<file path="config.mk">
export PLATFORM = sky130hd
export DESIGN_NAME = pim_mapper
export DESIGN_NICKNAME = d
export VERILOG_FILES = /design/src/pim_pkg.sv /design/src/pim_mapper.sv
export SDC_FILE = /design/constraint.sdc
export NUM_CORES = 1
export LEC_CHECK = 0
export BUFFER_PORTS_ARGS = -buffer_cell sky130_fd_sc_hd__buf_4
export CORE_MARGIN = 5
export CORE_UTILIZATION = 35
export DETAILED_ROUTE_END_ITERATION = 6
export PLACE_DENSITY_LB_ADDON = 0.05
export SYNTH_ARGS = -nofsm -noshare
export SYNTH_HDL_FRONTEND = slang
export SYNTH_SLANG_ARGS = --single-unit
export TNS_END_PERCENT = 1
</file>
<file path="constraint.sdc">
create_clock -name I_CLK_SYS -period 1.9 [get_ports I_CLK_SYS]
set_clock_uncertainty 0.2 [all_clocks]
set_input_delay 0.19 -clock I_CLK_SYS [delete_from_list [all_inputs] [get_ports I_CLK_SYS]]
set_output_delay 0.19 -clock I_CLK_SYS [all_outputs]
set_load 0.1 [all_outputs]
</file>
<file path="src/pim_pkg.sv">
// Purpose: constants and types of the process image mapper
// Assumes: 16-bit register port, one 10 MHz clock
// Notes:   image word offsets and register offsets live here
//
// Contract
// - eight-channel diagnostic output module gives one fault flag per channel
// - fault flags sit in input image bits 0..7, drives in output image
// - flag reads 0 when channel is clean, 1 on overload, short, broken wire
// - output image bit n-1 drives channel n of the sixteen-channel module
// - combined module: inputs 1..8 in bits 0..7, outputs from bits 0..7
// - each analog channel supplies a 16-bit value and 8 control/status bits
// - control/status bits stay internal; only the value word enters the image (the mapper returns them in the upper byte of the 0x30..0x33 reads)
// - analog input words stand ahead of all digital input data
// - one-channel module: measured word at offset 0, reference word at 1
// - two-channel module: channel 1 word at offset 0, channel 2 at 1
`default_nettype none

package pim_pkg;

  // ****************************************************************
  // widths and timing
  // ****************************************************************
  localparam int ADDR_W     = 8;
  localparam int DATA_W     = 16;
  localparam int NUM_AI     = 4;
  localparam int CLK_MHZ    = 10;
  localparam int UPDATE_US  = 100;                 // image refresh period
  localparam int UPDATE_CYC = UPDATE_US * CLK_MHZ; // cycles per refresh

  // ****************************************************************
  // register offsets (input image first, analog ahead of digital)
  // ****************************************************************
  localparam logic [7:0] ADR_AI_MEAS  = 8'h00; // one-channel measured word
  localparam logic [7:0] ADR_AI_REF   = 8'h01; // one-channel reference word
  localparam logic [7:0] ADR_AI2_CH1  = 8'h02; // two-channel word, channel 1
  localparam logic [7:0] ADR_AI2_CH2  = 8'h03; // two-channel word, channel 2
  localparam logic [7:0] ADR_DIAG     = 8'h04; // fault flags
  localparam logic [7:0] ADR_DIN      = 8'h05; // combined module inputs
  localparam logic [7:0] ADR_DO8D     = 8'h10; // diagnostic module drives
  localparam logic [7:0] ADR_DO16     = 8'h11; // sixteen-channel drives
  localparam logic [7:0] ADR_DO8C     = 8'h12; // combined module drives
  localparam logic [7:0] ADR_IRQ_STAT = 8'h20;
  localparam logic [7:0] ADR_IRQ_MASK = 8'h21;
  localparam logic [7:0] ADR_CTRL     = 8'h22;
  localparam logic [7:0] ADR_AI_CFG0  = 8'h30; // 0x30..0x33, one per channel

  // ****************************************************************
  // field positions and reset values
  // ****************************************************************
  localparam int IRQ_FAULT = 0;  // a fault flag rose
  localparam int IRQ_DIN   = 1;  // combined inputs changed
  localparam int IRQ_UPD   = 2;  // image refreshed
  localparam int IRQ_W     = 3;
  localparam int CTRL_RUN   = 0; // periodic refresh enable
  localparam int CTRL_FORCE = 1; // write 1: refresh now
  localparam logic          RST_RUN  = 1'b1;
  localparam logic [2:0]    RST_MASK = 3'h0;
  localparam logic [15:0]   RST_WORD = 16'h0000;
  localparam logic [7:0]    RST_BYTE = 8'h00;

  // ****************************************************************
  // carriers
  // ****************************************************************
  typedef struct packed {
    logic [7:0] overload;
    logic [7:0] short_circuit;
    logic [7:0] broken_wire;
  } pim_fault_s;

  typedef struct packed {
    logic [7:0] ctrl_stat; // control/status byte
    logic [7:0] d_hi;      // higher-numbered data byte
    logic [7:0] d_lo;      // lower-numbered data byte
  } pim_ai_s;

  typedef struct packed {
    pim_fault_s              fault_s1;
    pim_fault_s              fault_s2;
    logic [7:0]              din_s1;
    logic [7:0]              din_s2;
    pim_ai_s [NUM_AI-1:0]    ai_s1;
    pim_ai_s [NUM_AI-1:0]    ai_s2;
    logic [7:0]              diag;
    logic [7:0]              din;
    logic [NUM_AI-1:0][15:0] ai_word;
    logic [NUM_AI-1:0][7:0]  ai_stat;
    logic [NUM_AI-1:0][7:0]  ai_cfg;
    logic [7:0]              do8d;
    logic [15:0]             do16;
    logic [7:0]              do8c;
    logic                    run;
    logic [IRQ_W-1:0]        stat;
    logic [IRQ_W-1:0]        mask;
    logic                    irq;
    logic [15:0]             rdata;
    logic [15:0]             tick;
    logic                    upd;
  } pim_state_s;

endpackage : pim_pkg

`default_nettype wire

</file>
<file path="src/pim_mapper.sv">
// Purpose: process image mapper for digital output, combined and analog input modules
// Assumes: field inputs are asynchronous; register port is on I_CLK_SYS
// Notes:   image refresh is periodic or forced; reads of the image see the last refresh
`timescale 1ns/100ps
`default_nettype none

module pim_mapper #(
  parameter int UPDATE_CYC = pim_pkg::UPDATE_CYC
) (
  // clock and reset
  input  wire logic                          I_CLK_SYS,
  input  wire logic                          I_RESET_N,
  // register port
  input  wire logic [pim_pkg::ADDR_W-1:0]    I_ADDR,
  input  wire logic [pim_pkg::DATA_W-1:0]    I_WDATA,
  input  wire logic                          I_WR,
  input  wire logic                          I_RD,
  output logic      [pim_pkg::DATA_W-1:0]    O_RDATA,
  output logic                               O_IRQ,
  // field side: diagnostic output module
  input  wire pim_pkg::pim_fault_s           I_FAULT,
  output logic      [7:0]                    O_DO8_DIAG,
  // field side: sixteen-channel output module
  output logic      [15:0]                   O_DO16,
  // field side: combined input/output module
  input  wire logic [7:0]                    I_DIGITAL_INPUT_CHANNEL,
  output logic      [7:0]                    O_DO8_COMB,
  // field side: analog inputs, 0/1 one-channel, 2/3 two-channel module
  input  wire pim_pkg::pim_ai_s [pim_pkg::NUM_AI-1:0] I_AI,
  output logic      [pim_pkg::NUM_AI-1:0][7:0]        O_AI_CFG
);

  // ****************************************************************
  // state
  // ****************************************************************
  pim_pkg::pim_state_s r;
  pim_pkg::pim_state_s n;

  // present fault condition per channel, after synchronising
  logic [7:0] fault_now;
  assign fault_now = r.fault_s2.overload | r.fault_s2.short_circuit
                   | r.fault_s2.broken_wire;

  logic wr_ctrl;
  assign wr_ctrl = I_WR && (I_ADDR == pim_pkg::ADR_CTRL);

  // ****************************************************************
  // next-state logic
  // ****************************************************************
  always_comb begin
    logic             upd_now;
    logic [pim_pkg::IRQ_W-1:0] set_ev;
    logic [pim_pkg::IRQ_W-1:0] clr_ev;
    upd_now = 1'b0;
    set_ev  = '0;
    clr_ev  = '0;
    n       = r;

    // two-stage synchronisers; first stage feeds only the second
    n.fault_s1 = I_FAULT;
    n.fault_s2 = r.fault_s1;
    n.din_s1   = I_DIGITAL_INPUT_CHANNEL;
    n.din_s2   = r.din_s1;
    n.ai_s1    = I_AI;
    n.ai_s2    = r.ai_s1;

    // refresh divider; a forced refresh restarts the period
    if (r.run) begin
      if (r.tick == 16'(UPDATE_CYC - 1)) begin
        n.tick  = '0;
        upd_now = 1'b1;
      end else begin
        n.tick = r.tick + 16'h0001;
      end
    end else begin
      n.tick = '0;
    end
    if (wr_ctrl && I_WDATA[pim_pkg::CTRL_FORCE]) begin
      n.tick  = '0;
      upd_now = 1'b1;
    end
    n.upd = upd_now;

    // image capture
    if (upd_now) begin
      n.diag = fault_now;
      n.din  = r.din_s2;
      for (int i = 0; i < pim_pkg::NUM_AI; i++) begin
        n.ai_word[i] = {r.ai_s2[i].d_hi, r.ai_s2[i].d_lo};
        n.ai_stat[i] = r.ai_s2[i].ctrl_stat;
      end
      set_ev[pim_pkg::IRQ_FAULT] = |(fault_now & ~r.diag);
      set_ev[pim_pkg::IRQ_DIN]   = (r.din_s2 != r.din);
      set_ev[pim_pkg::IRQ_UPD]   = 1'b1;
    end

    // register writes
    if (I_WR) begin
      case (I_ADDR)
        pim_pkg::ADR_DO8D:     n.do8d = I_WDATA[7:0];
        pim_pkg::ADR_DO16:     n.do16 = I_WDATA;
        pim_pkg::ADR_DO8C:     n.do8c = I_WDATA[7:0];
        pim_pkg::ADR_IRQ_MASK: n.mask = I_WDATA[pim_pkg::IRQ_W-1:0];
        pim_pkg::ADR_CTRL:     n.run  = I_WDATA[pim_pkg::CTRL_RUN];
        default: begin
          if (I_ADDR[7:2] == pim_pkg::ADR_AI_CFG0[7:2]) begin
            n.ai_cfg[I_ADDR[1:0]] = I_WDATA[7:0];
          end
        end
      endcase
    end

    // register reads; data stands one cycle, zero otherwise
    n.rdata = '0;
    if (I_RD) begin
      case (I_ADDR)
        pim_pkg::ADR_AI_MEAS:  n.rdata = r.ai_word[0];
        pim_pkg::ADR_AI_REF:   n.rdata = r.ai_word[1];
        pim_pkg::ADR_AI2_CH1:  n.rdata = r.ai_word[2];
        pim_pkg::ADR_AI2_CH2:  n.rdata = r.ai_word[3];
        pim_pkg::ADR_DIAG:     n.rdata = {8'h00, r.diag};
        pim_pkg::ADR_DIN:      n.rdata = {8'h00, r.din};
        pim_pkg::ADR_DO8D:     n.rdata = {8'h00, r.do8d};
        pim_pkg::ADR_DO16:     n.rdata = r.do16;
        pim_pkg::ADR_DO8C:     n.rdata = {8'h00, r.do8c};
        pim_pkg::ADR_IRQ_STAT: begin
          n.rdata = {13'h0000, r.stat};
          clr_ev  = r.stat;
        end
        pim_pkg::ADR_IRQ_MASK: n.rdata = {13'h0000, r.mask};
        pim_pkg::ADR_CTRL:     n.rdata = {15'h0000, r.run};
        default: begin
          if (I_ADDR[7:2] == pim_pkg::ADR_AI_CFG0[7:2]) begin
            // status byte returned in the upper byte of the configuration read, kept out of the image words
            n.rdata = {r.ai_stat[I_ADDR[1:0]], r.ai_cfg[I_ADDR[1:0]]};
          end
        end
      endcase
    end

    // sticky status: an event in the clearing read's cycle survives
    n.stat = (r.stat & ~clr_ev) | set_ev;
    n.irq  = |(n.stat & n.mask);
  end

  // ****************************************************************
  // state register
  // ****************************************************************
  always_ff @(posedge I_CLK_SYS or negedge I_RESET_N) begin
    if (!I_RESET_N) begin
      r          <= '0;
      r.run      <= pim_pkg::RST_RUN;
      r.mask     <= pim_pkg::RST_MASK;
      r.do16     <= pim_pkg::RST_WORD;
      r.do8d     <= pim_pkg::RST_BYTE;
      r.do8c     <= pim_pkg::RST_BYTE;
    end else begin
      r <= n;
    end
  end

  // outputs straight from the state register
  assign O_RDATA    = r.rdata;
  assign O_IRQ      = r.irq;
  assign O_DO8_DIAG = r.do8d;
  assign O_DO16     = r.do16;
  assign O_DO8_COMB = r.do8c;
  assign O_AI_CFG   = r.ai_cfg;
endmodule // pim_mapper

`default_nettype wire

</file>
Word level (Yosys, flattened, before mapping)
Index checks and enable logic that the tools add are counted.
{"block": "op_classes", "add_sub_neg": 1, "multipliers": 0, "div_mod_pow": 0, "order_cmp": 2, "eq_ne": 14, "shifts": 0, "muxes": 21, "bitwise": 9, "reduce_logical": 12}
{"operator": "$pmux 16 s12", "n": 1}
{"operator": "$mux 16", "n": 5}
{"operator": "$bmux 8 s2", "n": 2}
{"operator": "$bwmux 32", "n": 1}
{"operator": "$eq 8x5->1 const B", "n": 3}
{"operator": "$eq 8x6->1 const B", "n": 3}
{"operator": "$mux 8", "n": 3}
{"operator": "$add 16x1->16 const B", "n": 1}
{"operator": "$demux 8 s2", "n": 1}
{"operator": "$eq 16x10->1 const B", "n": 1}
{"operator": "$eq 8x2->1 const B", "n": 2}
{"operator": "$eq 8x3->1 const B", "n": 2}
{"operator": "$or 8x8->8", "n": 2}
{"operator": "$mux 3", "n": 5}
{"operator": "$and 8x8->8", "n": 1}
{"operator": "$eq 8x1->1 const B", "n": 1}
{"operator": "$logic_not 8->1", "n": 1}
{"operator": "$ne 8x8->1", "n": 1}
{"operator": "$not 8->8", "n": 1}
{"operator": "$reduce_and 2->1", "n": 4}
{"operator": "$reduce_or 8->1", "n": 1}
{"operator": "$and 3x3->3", "n": 2}
{"operator": "$eq 6x4->1 const B", "n": 1}
{"operator": "$reduce_or 5->1", "n": 1}
{"operator": "9 further kinds", "n": 13}
{"block": "totals", "register_bits": 472, "latchBits": 0, "ramBits": 0, "rom_bits": 0, "inputBits": 156, "output_inout_bits": 81, "n_memories": 0}

Logic depth before layout (Yosys ltp)
Gate-level depths: netlist of the first run.
{"block": "depth", "ltp_word": 8, "ltp_mapped": 11}

Worst setup path after synthesis of the first run
Ideal clock, no wire load.
{"block": "synth_path", "kind": "in2reg", "startpoint": "input port I_ADDR[7] (netlist bit)", "endpoint": "register r (netlist bit O_IRQ)", "t_arrival_ns": 1.904, "slack_ns": -0.330, "path_stages": 7, "n_path_buf": 1, "cell_sequence": "or4_4 nor2b_2 buf_6 and3_2 mux2_1 a21boi_0 a221o_1"}
{"element": "from (decl)", "line_no": "pim_mapper.sv:14", "rtl": "input wire logic [pim_pkg::ADDR_W-1:0] I_ADDR,"}
{"element": "to (signal assigned)", "line_no": "pim_mapper.sv:158", "rtl": "r <= n;"}
{"element": "to (decl)", "line_no": "pim_mapper.sv:36", "rtl": "pim_pkg::pim_state_s r;"}

Worst setup path in the final report of the first run
{"block": "layout_path", "startpoint": "register r[11] (netlist bit)", "endpoint": "register r[107] (netlist bit)"}
{"block": "layout_between", "elab_chain_cells": 4}
{"element": "$eq 16x10->1", "line_no": "pim_mapper.sv:69", "rtl": "if (r.tick == 16'(UPDATE_CYC - 1)) begin"}
{"element": "$mux 1", "line_no": "pim_mapper.sv:69"}
{"element": "$mux 1", "line_no": "pim_mapper.sv:68", "rtl": "if (r.run) begin"}
{"element": "$mux 1", "line_no": "pim_mapper.sv:78", "rtl": "if (wr_ctrl && I_WDATA[pim_pkg::CTRL_FORCE]) begin"}
No other way between the ends.
A chain may end at the register's enable or synchronous reset.

==> impl_metrics.toml, run 1 <==
[critical_path]
crit_fanout = 13
slowest_delay_ns = 0.38
worst_ep_required_time_ns = 2.21
crit_family = "simple AND/OR/NAND/NOR gates"
cp.arrival_ns = 2.33
path_cells = "nor4b_1, nand4_1, buf_6, o21ai_4, buf_12, buf_12, nand2_1, nand2_1"
path_buf_inv = 3
path_class = "flop to flop"
worst_path_max_delay_cell = "dfrtp_1"
cp-start-kind = "flop"
worstReg2RegStart = "r[11]"
crit_start = "r[11]"
endpoint_kind = "flop"

[final_layout]
drive_above_1_share = 0.330
fin_util = 0.485
final_cells = 2366
n_antenna_cell = 0
nNetsFinal = 1872
area_delta_synth_final_pct = 36.4

[sta]
worstMarginPinSlew_ns = 1.01
relSlewSlack = 0.329
setup_viol = 113
setup_tns_ns = -9.09
fin_ws_ns = -0.117
period_share = 1.06
hold_slack_ns = 0.0162
hold_violations = 0
drv_slew = 0
max_freq_ghz = 0.496
timing.final.crit_period_ns = 2.02
rsz0062_at_grt = "true"

[synthesis]
synth-compound-area-share = 0.0327
synth_fa_ha_area_frac = 0.000734
synthesis.area_sq_um = 17000
synth_top_family_by_area = "simple AND/OR/NAND/NOR gates"
yosys.area.top_type_share = 0.692
netlist.top_cell.by_area = "dfrtp_1"
synth_warnings = 0
synth_common_cells = "dfrtp_1 (471), nand2_1 (351), buf_4 (92)"
syn_nets = 1452
ys_types = 58
synth_ff_type = "dfrtp_1"
synth.area.top_cells = "dfrtp_1 (69%), nand2_1 (7.7%), buf_4 (4.1%), mux2_2 (4.0%), mux4_2 (3.2%)"
ys_seq_elements = 472
synth_simple_gate_area_share = 0.120
synth.mux.area_fraction = 0.0856
synthArstFlopShare = 1.00
synthCells = 1295
synth_seq_area_share = 0.693
synth_edf_count = 0
synth_most_common_cell = "dfrtp_1"
synth_xor_area_frac = 0.0113
synth.avg_cell_area_sq_um = 13.2

[global_routing]
grt_first_pass_wirelength_mm = 71.2
overflow = 0
grt_pass1_vias = 11634
grt_max_degree = 97
antenna_found_initial = 0
grt_util_all_layers = 0.174

[placement]
port_buffers = 236
post-place-cells = 2121
place_ws_ns = -0.491
hpwl_mm = 31.6
place.gp.congestion = 0.814

[power_and_ir_drop]
vdd_drop_max_uv = 533
power_density_nw_per_um2 = 972
power_leakage_uw = 0.0113

[hold_path]
min_path_type = "input pin to flop"
holdCritStartpoint = "I_ADDR[1]"

[clock_tree]
root_buffer = "clkbuf_16"
clk_latency_ns = 0.58
cts.sinks = 472
cts_buffers = 50
clockBufferDepth = 3
cts_htree_levels = 2
tritoncts = "built"
clk_pin_slew_ns = 0.06

[outcome]
violations = "negative setup slack"
status = "complete, but fails checks"

[floorplanning]
ios = 237
die_area_sq_um = 53200
row_count = 80
die_y_um = 231
initial_core_util = 0.355
fp.dieW_um = 231
core-area_sq_um = 47900

[detailed_routing]
post_drt_wl_per_cell_um = 19.7
drc = 0
avgViaCountPerCell = 4.57
first_iter_violations = 506
wl_mm = 46.5
dr.pass1.iters = 5
num_vias = 10801
antenna_left = 0

[run]
maxCapViolCount = 0
repair_timing:
item,in CTS,in global routing
resized for setup,19,23
pin swaps,2,12
endpoints found under the hold margin,685,0
gates cloned,3,3
setup endpoints to repair,115,141
hold buffers,149,0
setup buffers,2,0
worst paths after layout:
| path | endpoint | depth (start not counted) | slack (ns) |
|---|---|---|---|
| worst max register to register | r[107] | 8 | -0.12 |
| worst min-delay path | O_RDATA[2] | 4 | 0.02 |
| max in group asynchronous | r[177] | 3 | 0.43 |
| min in group asynchronous | r[257] | 3 | 0.06 |
| worst max-delay path | r[107] | 8 | -0.12 |
| worst min register to register | r[299] | 0 | 0.14 |
state kept, by name, indices dropped and copies added (netlist names):
signal      count
r             263
n             128
O_AI_CFG       32
O_DO16         16
O_RDATA        16
O_DO8_COMB      8
O_DO8_DIAG      8
O_IRQ           1
final cells by class:
| type | count | area, sq um |
|---|---|---|
| Clock buffer | 73 | 1480 |
| Clock inverter | 15 | 223 |
| Fill cell | 4293 | 24700 |
| Inverter | 3 | 11.3 |
| Multi-Input combinational cell | 682 | 4400 |
| Sequential cell | 472 | 11800 |
| Tap cell | 615 | 769 |
| Timing Repair Buffer | 506 | 4560 |
power by group:
part	internal (uW)	switching (uW)	leakage, uW	total (uW)
registers	10500	210	0.00592	10700
logic	782	1150	0.00454	1930
clock network	6070	3940	0.000843	10000
layer usage:
layer	global-route usage	routed length, um	vias to the layer above
met2	0.267	21200	261
met5	0	0	-
met3	0.0301	2320	64
li1	-	-	5072
met4	0.0468	924	0
met1	0.258	22100	5404
worst reg2reg max path: stages (launching register included):
cell     delay [ns]
dfrtp_1        0.38
nor4b_1        0.31
nand4_1        0.17
buf_6          0.16
o21ai_4        0.17
buf_12         0.21
buf_12         0.19
nand2_1        0.09
nand2_1        0.07
kinds of logic (layout without fill, tap and decap cells):
logic type,after synthesis,after routing
AO/OA/AOI/OAI,80,80
XOR/XNOR,22,22
adder cells (fa/ha/maj),1,1
buffers and inverters,141,597
flip-flops,472,472
multiplexers,103,103
AND/OR/NAND/NOR,476,476
placed cells by master, fill, tap and decap left out, types with 7 or more instances in the layout:
cell	netlist	routed
clkbuf_16	0	54
xnor2_1	12	12
nor2_1	33	30
a22oi_1	7	7
dfrtp_1	471	471
nand2_2	0	15
clkbuf_8	0	12
nand3_1	28	28
buf_12	0	19
nand2_1	351	336
nand3b_1	8	8
buf_4	92	328
mux2_4	10	11
xor2_1	10	10
mux2i_1	7	7
clkbuf_1	12	10
dlygate4sd3_1	0	148
nor2b_1	14	14
mux4_2	24	24
a222oi_1	8	8
clkinv_2	0	7
mux2_2	61	61
a21oi_1	20	19
metrics by stage:
step	cell area (sq um)	power, uW
2_1_floorplan	17100	11700
3_3_place_gp	19700	12600
3_5_place_dp	19700	12600
4_1_cts	23100	23000
5_1_grt	23300	23600
6_report	23300	22600
(Power assumes the default switching activity.)
==> run 2, diff against run 1 <==
Settings changed: CAP_MARGIN from default to 20, SETUP_SLACK_MARGIN from default to 0.4.
Clock period 1.9 ns to 2.11 ns, I/O delays scaled along.
==> run 2 against run 1 <==
The flow now finishes without violations. Non-clock buffer count decreased by 17. Sequential cell count unchanged. Cell count decreased by 0.51%. Die area unchanged. Register-to-register slack improved by 0.23 ns. Global-route usage decreased by 0.35 points. Hold slack improved by 0.036 ns. Final area increased by 1.8%. Largest cell class unchanged.
==> impl_metrics.toml, run 2 (synthesis gave the netlist of run 1 again) <==
[outcome]
status = "complete, no violations"

[sta]
worstMarginPinSlew_ns = 0.442
relSlewSlack = 0.705
rsz0062_at_grt = "true"
hold_violations = 0
fin_ws_ns = 0.113
max_freq_ghz = 0.501
timing.final.crit_period_ns = 2.00
setup_viol = 0
period_share = 0.947
drv_slew = 0

[clock_tree]
cts_htree_levels = 2
cts_buffers = 50
tritoncts = "built"
cts.sinks = 472
clockBufferDepth = 3
clk_pin_slew_ns = 0.06
root_buffer = "clkbuf_16"
clk_latency_ns = 0.57

[critical_path]
crit_family = "simple AND/OR/NAND/NOR gates"
path_buf_inv = 0
cp-start-kind = "flop"
path_class = "flop to flop"
cp.arrival_ns = 2.25
crit_start = "r[437]"
worstReg2RegStart = "r[437]"
endpoint_kind = "flop"
worst_ep_required_time_ns = 2.36
worst_path_max_delay_cell = "dfrtp_1"
crit_fanout = 2
worst-r2r-cell-count = 6
r2r_end = "O_IRQ"
slowest_delay_ns = 0.36
path_cells = "nor3_1, o22ai_1, or2_4, nor3_4, o21ai_2, a221o_1"
worst-r2r-setup-slack_ns = 0.11

[global_routing]
antenna_found_initial = 1
overflow = 0
grt_pass1_vias = 11667
grt_max_degree = 71
grt_first_pass_wirelength_mm = 70.7
grt_util_all_layers = 0.170

[final_layout]
final_cell_mix = "dfrtp_1 (465), nand2_1 (334), buf_4 (243)"
multi_input_area_sq_um = 4600
fill_cells = 4294
area_delta_synth_final_pct = 38.9
final_common_cell = "dfrtp_1"
fin_area_sq_um = 23700
top_register = "r"
largest_register_ffs = 263
drive_above_1_share = 0.343
n_antenna_cell = 0
nNetsFinal = 1856
seqCellArea_sq_um = 11800

[detailed_routing]
num_vias = 10692
antenna_left = 0
dr.pass1.iters = 5
drc = 0
post_drt_wl_per_cell_um = 19.0
first_iter_violations = 690
avgViaCountPerCell = 4.54
wl_mm = 44.7

[floorplanning]
row_count = 80
initial_core_util = 0.355
core-area_sq_um = 47900
die_area_sq_um = 53200
die_y_um = 231
fp.dieW_um = 231
ios = 237

[hold_path]
holdCritStartpoint = "I_ADDR[1]"
min_path_type = "input pin to flop"
min_path_cells = 3
whs_endpoint = "O_RDATA[0]"

[power_and_ir_drop]
vdd_drop_max_uv = 482
seq_power_share = 0.471
combPwrFrac = 0.088
p_int_uw = 15600
clockPowerShare = 0.441
swShare = 0.236
power_leakage_uw = 0.0113
power_density_nw_per_um2 = 863
p_sw_uw = 4810

[placement]
port_buffers = 236
place.gp.congestion = 0.851
place_area_sq_um = 19800
place_ws_ns = -0.373
hpwl_mm = 31.5

[run]
maxCapViolCount = 0
run 2: changes by cell type in the layout (fill, tap and decap cells not counted), sizes merged, moves of 2 or more:
cell	change
clkinv	+9
buf	-14
clkbuf	-9
inv	-2
clkinvlp	+3
run 2: power by group through the flow:
stage | registers, uW | logic, uW | clock network [uW]
final | 9630 | 1800 | 9000
after global routing | 9660 | 1930 | 9670
after CTS | 9610 | 1760 | 9310
after detailed placement | 9780 | 1530 | 0
after global placement | 9780 | 1520 | 0
after floorplan | 9710 | 835 | 0
run 2: cell type report:
class	instances	share of cell area
sequential	472	0.499
timing repair buffer	489	0.201
multi-input combinational	683	0.194
clock buffer	67	0.0611
tap	615	0.0325
clock inverter	25	0.0114
inverter	3	0.000476
run 2: worst max path at each step:
stage	slack (ns)	to	depth (start not counted)
after detailed placement	-0.37	O_IRQ	7
after global routing	-0.004	O_IRQ	6
after floorplan	-0.10	O_IRQ	7
after CTS	0.08	r[134]	8
after global placement	-0.29	O_IRQ	7
final	0.11	O_IRQ	6
run 2: tightest hold or removal path: cells and delay by family:
kind / cells / cell delay, ns
compound gates: 2 / 0.39
buf+inv: 1 / 0.17
run 2: timing repair:
action,in CTS,in global routing
setup endpoints to repair,188,315
hold buffers,149,0
pin swaps,6,46
cloned,1,0
buffers inserted,2,0
gates resized for setup,12,159
endpoints found under the hold margin,678,0
run 2: routing by layer:
| metal | vias up | wire length, um | global-route usage | part of all wire |
|---|---|---|---|---|
| met5 | - | 0 | 0 | 0 |
| met4 | 0 | 945 | 0.0444 | 0.021 |
| met3 | 64 | 1880 | 0.0269 | 0.042 |
| met2 | 235 | 20500 | 0.263 | 0.46 |
| met1 | 5348 | 21400 | 0.254 | 0.48 |
| li1 | 5045 | - | - | - |
run 2: through the flow:
stage               total power [uW]  utilization  hold slack [ns]  TNS (ns)  instances
global placement               11300        0.412          -0.0725    -24.74       2110
global route                   21300        0.494           0.0535  -0.00362       2354
detailed placement             11300        0.412          -0.0749    -35.79       2110
floorplan                      10500            -           -0.285    -0.102       1295
CTS                            20700        0.481           0.0302         0       2354
finish                         20400        0.494           0.0527         0       2354
==> run 3, diff against run 2 <==
Settings changed: ABC_AREA from default to 1.
==> run 3 against run 2 <==
The run now ends with negative hold slack left. Core utilization fell by 1.4 points. Die area increased by 2.0%. Critical path depth up 5. Hold slack worse by 0.10 ns. Sequential share of layout area grew 0.31 points. Largest cell class unchanged. Highest routed layer unchanged.
==> impl_metrics.toml, run 3 <==
[synthesis]
synth_warnings = 0
synth_simple_gate_area_share = 0.205
synthesis.area_sq_um = 17400
syn_nets = 1839
synth_common_cells = "nand2_1 (508), dfrtp_1 (471), nand3_1 (186)"
synth_seq_area_share = 0.679
synth.area.top_cells = "dfrtp_1 (68%), nand2_1 (11%), nand3_1 (5.3%), buf_4 (3.7%), o21ai_0 (2.6%)"
synthCells = 1682
synth-compound-area-share = 0.0379
synth_edf_count = 0
synth_xor_area_frac = 0.00403
synth_most_common_cell = "nand2_1"
synth_fa_ha_area_frac = 0.000719
ys_types = 34
synthArstFlopShare = 1.00
synth_ff_type = "dfrtp_1"
ys_seq_elements = 472
synth_top_family_by_area = "simple AND/OR/NAND/NOR gates"
synth.mux.area_fraction = 0.00518
synth.avg_cell_area_sq_um = 10.3
netlist.top_cell.by_area = "dfrtp_1"
yosys.area.top_type_share = 0.677

[floorplanning]
row_count = 81
die_area_sq_um = 54300
ios = 237
die_y_um = 233
fp.dieW_um = 233
core-area_sq_um = 49100
initial_core_util = 0.355

[detailed_routing]
wl_met1_mm = 23.1
avgViaCountPerCell = 4.61
antenna_left = 0
drc = 0
wl_met2_mm = 23.4
wl_met3_mm = 2.56
first_iter_violations = 986
num_vias = 12772
highest_layer = "met4"
wl_mm = 50.5
dr.pass1.iters = 5
post_drt_wl_per_cell_um = 18.2

[placement]
place.gp.congestion = 0.816
post-place-cells = 2510
port_buffers = 236
hpwl_mm = 34.2

[power_and_ir_drop]
power_density_nw_per_um2 = 853
vdd_drop_max_uv = 549
power_leakage_uw = 0.0116

[critical_path]
cpMostUsedCell = "nand2_1"
crit_family = "simple AND/OR/NAND/NOR gates"
worst_ep_required_time_ns = 2.39
worstReg2RegStart = "r[8]"
endpoint_kind = "flop"
slowest_delay_ns = 0.39
worst_path_max_delay_cell = "dfrtp_1"
path_buf_inv = 4
path_class = "flop to flop"
r2r_end = "r[113]"
cp.arrival_ns = 2.11
cp-start-kind = "flop"
crit_fanout = 26
path_cells = "nand2_1, inv_1, nand2_1, nor2_4, nand3_4, nand2_8, buf_4, buf_12, buf_12, nand2_1, nand2_1"
worst-r2r-cell-count = 11
worst-r2r-setup-slack_ns = 0.27

[final_layout]
fill_cells = 4604
largest_register_ffs = 263
top_register = "r"
fin_util = 0.479
nNetsFinal = 2231
final_common_cell = "nand2_1"
final_cell_mix = "nand2_1 (505), dfrtp_1 (471), buf_4 (295)"
drive_above_1_share = 0.217
area_delta_synth_final_pct = 35.1
n_antenna_cell = 0
final_cells = 2773

[sta]
setup_tns_ns = 0
drv_slew = 0
max_freq_ghz = 0.545
relSlewSlack = 0.223
hold_slack_ns = -0.0514
worstMarginPinSlew_ns = 1.16
rsz0062_at_grt = "true"
hold_violations = 32
setup_viol = 0
period_share = 0.870
timing.final.crit_period_ns = 1.84

[global_routing]
grt_util_all_layers = 0.190
antenna_found_initial = 1
overflow = 0
grt_max_degree = 61
grt_first_pass_wirelength_mm = 78.8
grt_pass1_vias = 13437

[clock_tree]
clk_latency_ns = 0.59
cts_htree_levels = 2
cts_buffers = 51
clockBufferDepth = 3
clk_pin_slew_ns = 0.06
root_buffer = "clkbuf_16"
tritoncts = "built"
ctsHoldBuffers = 148
cts.sinks = 472

[run]
maxCapViolCount = 0

[hold_path]
min_path_type = "input pin to asynchronous set/reset pin"

[outcome]
violations = "negative hold slack"
status = "complete, but fails checks"
-- run 3: worst register-to-register path: stages (launching register included) --
cell and delay [ns]:
dfrtp_1 0.39, nand2_1 0.16, inv_1 0.06, nand2_1 0.10, nor2_4 0.05, nand3_4 0.11, nand2_8 0.08, buf_4 0.14
buf_12 0.12, buf_12 0.15, nand2_1 0.11, nand2_1 0.05
-- run 3: layout make-up --
type / instances / area [sq um] / share of cell area
Clock buffer: 71 / 1460 / 0.0622
Clock inverter: 17 / 183 / 0.00777
Inverter: 80 / 300 / 0.0128
Multi-Input combinational cell: 990 / 4510 / 0.192
Sequential cell: 472 / 11800 / 0.502
Tap cell: 664 / 831 / 0.0353
Timing Repair Buffer: 479 / 4420 / 0.188
-- run 3: cell families (layout without fill, tap and decap cells) --
kind of cell | after synthesis | after routing
xor gates and xnor gates | 8 | 8
muxes | 8 | 8
DFF | 472 | 472
adders and majority gates | 1 | 1
and+or+nand+nor | 849 | 850
AOI/OAI and AO/OA | 123 | 123
buffers and inverters | 221 | 647
-- run 3: worst max-delay path by stage --
| stage | start | end | slack [ns] | depth (start not counted) |
|---|---|---|---|---|
| after floorplan | I_ADDR[6] | r[8] | 0.40 | 8 |
| after global placement | I_ADDR[3] | O_RDATA[15] | -0.17 | 11 |
| after detailed placement | I_ADDR[3] | O_RDATA[14] | -0.17 | 12 |
| after CTS | r[12] | r[163] | 0.28 | 10 |
| after global routing | r[13] | r[204] | 0.15 | 10 |
| final | r[8] | r[113] | 0.27 | 11 |
-- run 3: what timing repair did --
action,4_1_cts,5_1_grt
setup endpoints to repair,182,219
buffers inserted,16,2
resized for setup,25,13
gates cloned,7,2
pin swaps,8,5
endpoints found under the hold margin,691,32
-- run 3: power breakdown --
part / total (uW) / leakage, uW / switching (uW) / internal [uW]
logic: 1660 / 0.00481 / 1050 / 614
registers: 9630 / 0.00597 / 196 / 9440
clock network: 8750 / 0.000822 / 3570 / 5180
-- run 3: through the flow --
stage	power, uW	instance area (sq um)	worst slack, ns
finish	20000	23500	0.274
global route	20800	23500	0.145
CTS	20400	23400	0.276
detailed placement	11300	19900	-0.174
global placement	11200	19900	-0.166
floorplan	10500	17400	0.401
-- run 3: routing by layer --
| layer | vias to the layer above | GRT usage |
|---|---|---|
| li1 | 6088 | - |
| met2 | 321 | 0.301 |
| met4 | 0 | 0.0611 |
| met1 | 6272 | 0.268 |
| met3 | 91 | 0.0320 |
| met5 | - | 0 |
